[src/design/adcc_end.sv]
`timescale 1ns/1ps

[src/common/adcc_pkg.sv]
`default_nettype none

package adcc_pkg;

  // ------------------------------------------------------------
  // Register offsets
  // ------------------------------------------------------------
  localparam logic [7:0] ADDR_RESULT   = 8'h25;
  localparam logic [7:0] ADDR_CTRL     = 8'h26;
  localparam logic [7:0] ADDR_CLKSET   = 8'h27;
  localparam logic [7:0] ADDR_IRQ_STAT = 8'h2C;
  localparam logic [7:0] ADDR_IRQ_EN   = 8'h2D;
  localparam logic [7:0] ADDR_IRQ_CLR  = 8'h2E;

  // ------------------------------------------------------------
  // Reset values and field positions
  // ------------------------------------------------------------
  localparam logic [7:0] RESULT_RST   = 8'h00;
  localparam logic [7:0] CTRL_RST     = 8'h00;
  localparam logic [1:0] CKSEL_RST    = 2'h0;
  localparam logic [1:0] IRQ_RST      = 2'h0;
  localparam int         IRQ_W        = 2;
  localparam int         IRQ_DONE     = 0;
  localparam int         IRQ_RESTART  = 1;
  localparam int         CLKSET_TEST  = 7;

  // ------------------------------------------------------------
  // Timing
  // ------------------------------------------------------------
  localparam int         CLK_PERIOD_NS = 5;
  localparam logic [1:0] CKSEL_DIV2    = 2'h0;
  localparam logic [1:0] CKSEL_DIV8    = 2'h1;
  localparam logic [1:0] CKSEL_DIV32   = 2'h2;
  localparam logic [5:0] DIV_BY2       = 6'h02;
  localparam logic [5:0] DIV_BY8       = 6'h08;
  localparam logic [5:0] DIV_BY32      = 6'h20;
  localparam logic [6:0] SAMPLE_TAD    = 7'h20;
  localparam logic [6:0] TOTAL_TAD     = 7'h4C;
  localparam logic [2:0] DECIDE_PH     = 3'h4;
  localparam logic [3:0] RES_BITS      = 4'h8;

  // ------------------------------------------------------------
  // Types
  // ------------------------------------------------------------
  typedef struct packed {
    logic       start;
    logic       pending;
    logic       rsv5;
    logic [1:0] cfg;
    logic       rsv2;
    logic [1:0] chan;
  } adcc_ctrl_s;

  typedef struct packed {
    logic       power;
    logic       sample;
    logic [1:0] chan;
    logic [3:0] analog_en;
    logic [7:0] dac;
  } adcc_ana_s;

  typedef enum logic [1:0] {
    ADCC_IDLE  = 2'b00,
    ADCC_ARMED = 2'b01,
    ADCC_CONV  = 2'b10
  } adcc_state_e;

endpackage

`default_nettype wire

[src/design/adcc_sar.sv]
`timescale 1ns/1ps
`default_nettype none

module adcc_sar (
  input  wire logic       i_ref_clk,
  input  wire logic       i_rst_b,
  input  wire logic       i_tick,
  input  wire logic       i_arm,
  input  wire logic       i_go,
  input  wire logic       i_stop,
  input  wire logic       i_cmp,
  output logic [7:0]      o_code,
  output logic            o_sample,
  output logic            o_busy,
  output logic            o_done
);

  adcc_pkg::adcc_state_e state;
  logic [6:0]            tad_cnt;
  logic [2:0]            ph;
  logic [3:0]            bit_cnt;

  wire       in_sar  = tad_cnt >= adcc_pkg::SAMPLE_TAD;
  wire       last    = tad_cnt == (adcc_pkg::TOTAL_TAD - 7'h01);
  wire       trial   = in_sar && (bit_cnt < adcc_pkg::RES_BITS);
  wire [2:0] pos     = 3'h7 - bit_cnt[2:0];
  wire       step    = (state == adcc_pkg::ADCC_CONV) && i_tick;
  wire       finish  = step && last && !i_arm && !i_stop;

  assign o_busy   = state == adcc_pkg::ADCC_CONV;
  assign o_sample = o_busy && !in_sar;

  // ------------------------------------------------------------
  // Sequencer
  // ------------------------------------------------------------
  always_ff @(posedge i_ref_clk) begin
    if (!i_rst_b) begin
      state <= adcc_pkg::ADCC_IDLE;
    end else if (i_arm) begin
      state <= adcc_pkg::ADCC_ARMED;
    end else if (i_stop) begin
      state <= adcc_pkg::ADCC_IDLE;
    end else begin
      case (state)
        adcc_pkg::ADCC_ARMED: begin
          if (i_go) begin
            state <= adcc_pkg::ADCC_CONV;
          end
        end
        adcc_pkg::ADCC_CONV: begin
          if (step && last) begin
            state <= adcc_pkg::ADCC_IDLE;
          end
        end
        default: begin
          state <= state;
        end
      endcase
    end
  end

  // ------------------------------------------------------------
  // Period counter and approximation register
  // ------------------------------------------------------------
  always_ff @(posedge i_ref_clk) begin
    if (!i_rst_b || i_arm) begin
      tad_cnt <= 7'h00;
      ph      <= 3'h0;
      bit_cnt <= 4'h0;
      o_code  <= 8'h00;
    end else if (step) begin
      tad_cnt <= tad_cnt + 7'h01;
      if (trial) begin
        if (ph == 3'h0) begin
          o_code[pos] <= 1'b1;
        end
        if (ph == adcc_pkg::DECIDE_PH) begin
          o_code[pos] <= i_cmp;
          ph          <= 3'h0;
          bit_cnt     <= bit_cnt + 4'h1;
        end else begin
          ph <= ph + 3'h1;
        end
      end
    end
  end

  always_ff @(posedge i_ref_clk) begin
    if (!i_rst_b) begin
      o_done <= 1'b0;
    end else begin
      o_done <= finish;
    end
  end

endmodule

`default_nettype wire

[src/design/adcc_top.sv]
// Our own choice: strobed register access.
`timescale 1ns/1ps
`default_nettype none

module adcc_top (
  input  wire logic                i_ref_clk,
  input  wire logic                i_rst_b,
  input  wire logic [7:0]          i_addr,
  input  wire logic [7:0]          i_wdata,
  input  wire logic                i_wr,
  input  wire logic                i_rd,
  output logic [7:0]               o_rdata,
  input  wire logic                i_cmp,
  output var adcc_pkg::adcc_ana_s  o_ana,
  output logic                     o_irq
);

  // ------------------------------------------------------------
  // Functions
  // ------------------------------------------------------------
  function automatic logic [5:0] div_of(input logic [1:0] sel);
    case (sel)
      adcc_pkg::CKSEL_DIV2: div_of = adcc_pkg::DIV_BY2;
      adcc_pkg::CKSEL_DIV8: div_of = adcc_pkg::DIV_BY8;
      default:              div_of = adcc_pkg::DIV_BY32;
    endcase
  endfunction

  function automatic logic [3:0] lines_of(input logic [1:0] cfg);
    case (cfg)
      2'h1:    lines_of = 4'h1;
      2'h2:    lines_of = 4'h3;
      2'h3:    lines_of = 4'hF;
      default: lines_of = 4'h0;
    endcase
  endfunction

  // ------------------------------------------------------------
  // State
  // ------------------------------------------------------------
  adcc_pkg::adcc_ctrl_s   ctrl;
  logic [1:0]             cksel;
  logic                   cktest;
  logic [7:0]             result;
  logic [1:0]             irq_stat;
  logic [1:0]             irq_en;
  logic                   start_prev;
  logic [5:0]             div_cnt;
  logic                   tick;
  logic                   cmp_s1;
  logic                   cmp_s2;
  logic [7:0]             sar_code;
  logic                   sar_sample;
  logic                   busy;
  logic                   conv_done;

  // ------------------------------------------------------------
  // Decode
  // ------------------------------------------------------------
  wire       wr_ctrl    = i_wr && (i_addr == adcc_pkg::ADDR_CTRL);
  wire       wr_clkset  = i_wr && (i_addr == adcc_pkg::ADDR_CLKSET);
  wire       wr_irq_en  = i_wr && (i_addr == adcc_pkg::ADDR_IRQ_EN);
  wire       wr_irq_clr = i_wr && (i_addr == adcc_pkg::ADDR_IRQ_CLR);
  wire       wr_result  = i_wr && (i_addr == adcc_pkg::ADDR_RESULT);

  wire       start_rise = ctrl.start && !start_prev;
  wire       start_fall = !ctrl.start && start_prev;
  wire       pwr_on     = ctrl.cfg != 2'h0;
  wire       restart    = start_rise && ctrl.pending;
  wire [5:0] div_lim    = div_of(cksel) - 6'h01;

  wire [7:0] ctrl_rd    = {ctrl.start, ctrl.pending, 1'b0, ctrl.cfg, 1'b0, ctrl.chan};
  wire [7:0] clk_rd     = {cktest, 5'h00, cksel};
  wire [7:0] stat_rd    = {6'h00, irq_stat};
  wire [7:0] en_rd      = {6'h00, irq_en};

  wire [7:0] rd_val     = (i_addr == adcc_pkg::ADDR_RESULT)   ? result  :
                          (i_addr == adcc_pkg::ADDR_CTRL)     ? ctrl_rd :
                          (i_addr == adcc_pkg::ADDR_CLKSET)   ? clk_rd  :
                          (i_addr == adcc_pkg::ADDR_IRQ_STAT) ? stat_rd :
                          (i_addr == adcc_pkg::ADDR_IRQ_EN)   ? en_rd   :
                          8'h00;

  wire       next_pend  = start_rise ? 1'b1 :
                          (conv_done || !pwr_on) ? 1'b0 : ctrl.pending;

  wire [1:0] events     = {restart, conv_done};
  wire [1:0] clr_bits   = wr_irq_clr ? i_wdata[1:0] : 2'h0;
  wire [1:0] next_stat  = (irq_stat & ~clr_bits) | events;

  // ------------------------------------------------------------
  // Control registers
  // ------------------------------------------------------------
  always_ff @(posedge i_ref_clk) begin
    if (!i_rst_b) begin
      ctrl <= adcc_pkg::CTRL_RST;
    end else begin
      if (wr_ctrl) begin
        ctrl.start <= i_wdata[7];
        ctrl.cfg   <= i_wdata[4:3];
        ctrl.chan  <= i_wdata[1:0];
      end
      ctrl.pending <= next_pend;
      ctrl.rsv5    <= 1'b0;
      ctrl.rsv2    <= 1'b0;
    end
  end

  always_ff @(posedge i_ref_clk) begin
    if (!i_rst_b) begin
      cksel  <= adcc_pkg::CKSEL_RST;
      cktest <= 1'b0;
    end else if (wr_clkset) begin
      cksel  <= i_wdata[1:0];
      cktest <= i_wdata[adcc_pkg::CLKSET_TEST];
    end
  end

  always_ff @(posedge i_ref_clk) begin
    if (!i_rst_b) begin
      start_prev <= 1'b0;
    end else begin
      start_prev <= ctrl.start;
    end
  end

  // ------------------------------------------------------------
  // Converter clock divider
  // ------------------------------------------------------------
  always_ff @(posedge i_ref_clk) begin
    if (!i_rst_b || div_cnt >= div_lim) begin
      div_cnt <= 6'h00;
    end else begin
      div_cnt <= div_cnt + 6'h01;
    end
  end

  always_ff @(posedge i_ref_clk) begin
    if (!i_rst_b) begin
      tick <= 1'b0;
    end else begin
      tick <= div_cnt >= div_lim;
    end
  end

  // ------------------------------------------------------------
  // Comparator synchroniser
  // ------------------------------------------------------------
  always_ff @(posedge i_ref_clk) begin
    if (!i_rst_b) begin
      cmp_s1 <= 1'b0;
      cmp_s2 <= 1'b0;
    end else begin
      cmp_s1 <= i_cmp;
      cmp_s2 <= cmp_s1;
    end
  end

  // ------------------------------------------------------------
  // Conversion engine
  // ------------------------------------------------------------
  adcc_sar u_sar (
    .i_ref_clk (i_ref_clk),
    .i_rst_b   (i_rst_b),
    .i_tick    (tick),
    .i_arm     (start_rise),
    .i_go      (start_fall),
    .i_stop    (!pwr_on),
    .i_cmp     (cmp_s2),
    .o_code    (sar_code),
    .o_sample  (sar_sample),
    .o_busy    (busy),
    .o_done    (conv_done)
  );

  always_ff @(posedge i_ref_clk) begin
    if (!i_rst_b) begin
      result <= adcc_pkg::RESULT_RST;
    end else if (conv_done) begin
      result <= sar_code;
    end
  end

  // ------------------------------------------------------------
  // Analog side
  // ------------------------------------------------------------
  always_ff @(posedge i_ref_clk) begin
    if (!i_rst_b) begin
      o_ana <= '0;
    end else begin
      o_ana.power     <= pwr_on;
      o_ana.analog_en <= lines_of(ctrl.cfg);
      o_ana.chan      <= ctrl.chan;
      o_ana.sample    <= sar_sample;
      o_ana.dac       <= sar_code;
    end
  end

  // ------------------------------------------------------------
  // Interrupts and read port
  // ------------------------------------------------------------
  always_ff @(posedge i_ref_clk) begin
    if (!i_rst_b) begin
      irq_stat <= adcc_pkg::IRQ_RST;
      irq_en   <= adcc_pkg::IRQ_RST;
      o_irq    <= 1'b0;
    end else begin
      irq_stat <= next_stat;
      if (wr_irq_en) begin
        irq_en <= i_wdata[1:0];
      end
      o_irq <= |(next_stat & irq_en);
    end
  end

  always_ff @(posedge i_ref_clk) begin
    if (!i_rst_b) begin
      o_rdata <= 8'h00;
    end else begin
      o_rdata <= i_rd ? rd_val : 8'h00;
    end
  end

  // ------------------------------------------------------------
  // Checks
  // ------------------------------------------------------------
  logic [6:0] tad_seen;

  always_ff @(posedge i_ref_clk) begin
    if (!i_rst_b || start_fall) begin
      tad_seen <= 7'h00;
    end else if (busy && tick) begin
      tad_seen <= tad_seen + 7'h01;
    end
  end
endmodule

`default_nettype wire

[config.mk]
export PLATFORM = sky130hd
export DESIGN_NAME = adcc_top
export DESIGN_NICKNAME = d
export VERILOG_FILES = /design/src/design/adcc_end.sv /design/src/common/adcc_pkg.sv /design/src/design/adcc_sar.sv /design/src/design/adcc_top.sv
export SDC_FILE = /design/constraint.sdc
export NUM_CORES = 1
export LEC_CHECK = 0
export ABC_AREA = 1
export BUFFER_PORTS_ARGS = -buffer_cell sky130_fd_sc_hd__buf_2
export CORE_MARGIN = 2
export CORE_UTILIZATION = 55
export CTS_CLUSTER_SIZE = 12
export DETAILED_ROUTE_END_ITERATION = 10
export PLACE_DENSITY = 0.88
export SYNTH_ARGS = -nofsm -noshare
export SYNTH_HDL_FRONTEND = slang
export SYNTH_SLANG_ARGS = --single-unit
[constraint.sdc]
create_clock -name i_ref_clk -period 1.8 [get_ports i_ref_clk]
set_input_delay 0 -clock i_ref_clk [delete_from_list [all_inputs] [get_ports i_ref_clk]]
set_output_delay 0 -clock i_ref_clk [all_outputs]
set_load 0.01 [all_outputs]
==> key figures <==
Outcome
  – Outcome: finished, final reports clean

Setup path
  – Critical path type: register to register
  – Startpoint Class: register
  – CP Max Fanout: 5
  – Critical path arrival: 1890 ps
  – Worst Path Required: between 2000 and 2500 ps
  – Critical path capture point type: register
  – Flop2flop setup slack: between 150 and 200 ps

Die
  – Die area: roughly 6800 µm²
  – Site row count: 28
  – Placeable Area: around 5900 µm²
  – Die H: just over 80 µm
  – IO Pins: 46
  – Starting Density: 57.2%
  – DIE WIDTH: approximately 80 µm

Global route
  – Largest net degree at the start of global routing: 27
  – First-pass GRT wire length: around 12000 µm
  – Vias in the first global route: between 2000 and 3000
  – Gr ovfl total: 0
  – Antenna violations before repair: 0
  – Tot GR Track Use: approximately 23%

Timing
  – Clk_skew: about 9.5 ps
  – Final Slew Violations: 0
  – Crit path time final: 1640 ps
  – RSZ-0062 raised after global routing: no
  – Final setup viols: 0
  – Post-Route Setup TNS: 0 ps
  – Period utilisation layout: between 90% and 100%
  – Fmax: 608 MHz
  – Final Hold Viols: 0

Synth
  – Cell Area, Synth: between 3000 and 4000 µm²
  – Syn_area_per_cell: a little under 8 µm²
  – Cells after synthesis: between 400 and 500
  – Yosys reg bits: 79
  – Most frequent cells after synthesis: dfxtp_1 (79), nand2_1 (76), inv_1 (60)
  – Yosys warnings: 0
  – Most frequent cell after synthesis: dfxtp_1
  – Synthesized net count: between 400 and 500
  – Post-synth EDFFs: 0
  – Cell taking the most area after synthesis: dfxtp_1
  – Distinct cells, synth: 40
  – Top post-synthesis cells by area: dfxtp_1 (47%), nand2_1 (8.4%), inv_1 (6.7%), nor2_1 (6.4%), ha_1 (5.5%)
  – Synth Flop Type: dfxtp_1
  – Synth async-reset ratio: 0%
  – Top-area cell type share of the netlist area: between 40% and 50%
  – Post-synthesis sequential area ratio: 46.7%

Drt
  – Drt pass-1 iters: 5
  – Residual DRC count: 0
  – DRT iter0 DRCs: about 190
  – Number of routed nets with antenna violations: 0
  – Vias/cell: a little over 5
  – Final wirelength: 6950 µm
  – Per-cell routed wire length: ~12 µm
  – Total number of vias: just under 3000

Placement
  – Dpl cells: 545
  – HPWL Detailed: ~4900 µm
  – IO Port Bufs: 42
  – DP Area: 3660 µm²
  – Final Wtd Congestion: ~0.9

CTS
  – Clock tree buffer depth: 2
  – CTS clk-pin slew, worst paths: about 80 ps
  – Root buf cell: clkbuf_8
  – CTS resizes: 0
  – CTS tree: yes
  – CTS sink count: roughly 80
  – H-tree depth: 3
  – Clk_lat worst skew: between 300 and 400 ps
  – CTS Buf Count: 9

Flow run
  – Max_cap viols: 0

Final layout
  – # fillers: between 400 and 500
  – Share of cells above drive strength 1: between 10% and 20%
  – Non-Filler Instances: 570
  – Area grow syn2layout: 16.5%
  – Antenna Cells: 0
  – Final instance area: 3940 µm²
  – Nets: 526

Power
  – Comb pwr share: between 5 and 6%
  – Max VDD drop: 0.595 mV
  – Leak pwr: 1.77 nW
  – Net Sw Frac: 23.9%
  – Sequential share of power: a little under three fifths
  – PD cells: 805 nW/µm²
  – Clock power share: between 30% and 40%
  – Switch Pwr: ~0.00076 W
  – Cell-internal power: ~0.0024 W

Worst hold path
  – Min-delay worst type: input port to register
-- state kept, by name, summed over array words and instances (netlist names), 2 cells and up, named ones only --
register       count
o_ana             14
o_rdata            8
result             8
u_sar.o_code       7
u_sar.tad_cnt      7
ctrl               6
div_cnt            6
u_sar.bit_cnt      4
u_sar.ph           3
cksel              2
irq_en             2
irq_stat           2
u_sar.state        2
-- cell type report --
cell class / instances / area [µm²] / share of cell area, %
clock buffers: 11 / 151 / 3.84
clock inverters: 5 / 38.8 / 0.984
inverters: 67 / 256 / 6.51
multi-input cells: 279 / 1500 / 38.1
flip-flops and latches: 79 / 1580 / 40.1
well taps: 75 / 93.8 / 2.38
repair buffers: 54 / 320 / 8.12
-- layout by cell type (no fill, tap or decap), types with 8 or more instances in the layout --
cell            n
dlygate4sd3_1   8
dfxtp_1        79
o21ai_0        23
nand3_1        18
buf_2          42
inv_1          60
nor2_1         58
clkbuf_8       11
nand2_1        76
a21oi_1        28
ha_1           15
-- final timing paths --
check	from	end	cells past startpoint
worst min register to register	u_sar.o_code[7]$_SDFFE_PP0P_	o_ana[7]$_SDFF_PN0_	2
worst max register to register	cksel[1]$_SDFFE_PN0P_	div_cnt[4]$_SDFF_PP0_	7
worst max-delay path	cksel[1]$_SDFFE_PN0P_	div_cnt[4]$_SDFF_PP0_	7
worst min-delay path	i_rd	o_rdata[3]$_SDFF_PN0_	3
-- kinds of logic after synthesis --
group           Yosys count  synth area share, %
compound gates           73                 12.3
other cells               1                0.111
xor+xnor                  3                0.776
flops                    79                 46.7
fa+ha+maj                15                 5.55
buf+inv                  76                 8.95
simple gates            187                 25.6
-- through the flow --
step	worst slack [ps]	hold WS [ps]	utilization (%)	power (W)
after detailed placement	163	186	61.9	0.00197
after global placement	216	189	61.9	0.00196
after CTS	133	23.2	66.5	0.00319
after floorplan	370	97.6	-	0.00191
final	156	43.7	66.6	0.00317
after global routing	26.1	46.3	66.6	0.00328
-- power groups by stage --
stage	Sequential, W	Combinational, W	Clock [W]
after floorplan	0.00181	0.0000961	0
after global placement	0.00182	0.000144	0
after detailed placement	0.00182	0.000147	0
after CTS	0.00178	0.000162	0.00125
after global routing	0.00178	0.000188	0.00131
final	0.00178	0.000167	0.00123
-- worst max-delay path, stage by stage (launching register included) --
cell and delay, ps:
dfxtp_1 420, inv_1 80, ha_1 310, a21oi_1 70, or2_2 280, nand4_1 200
buf_4 150, nor2_1 30
-- routing by layer --
metal	vias up	routed length (µm)	global-route usage [%]	part of all wire, %
li1	1496	-	-	-
met1	1324	3030	26.5	44
met2	88	3320	38.8	48
met3	15	404	3.91	5.8
met4	0	189	13.5	2.7
met5	-	0	0	0
-- timing repair --
| item | 4_1_cts | 5_1_grt |
|---|---|---|
| hold buffers | 8 | 0 |
| setup buffers | 0 | 1 |
| endpoints found under the hold margin | 13 | 0 |
| endpoints found under the setup margin | 0 | 1 |
Power figures use the tool's default switching activity.
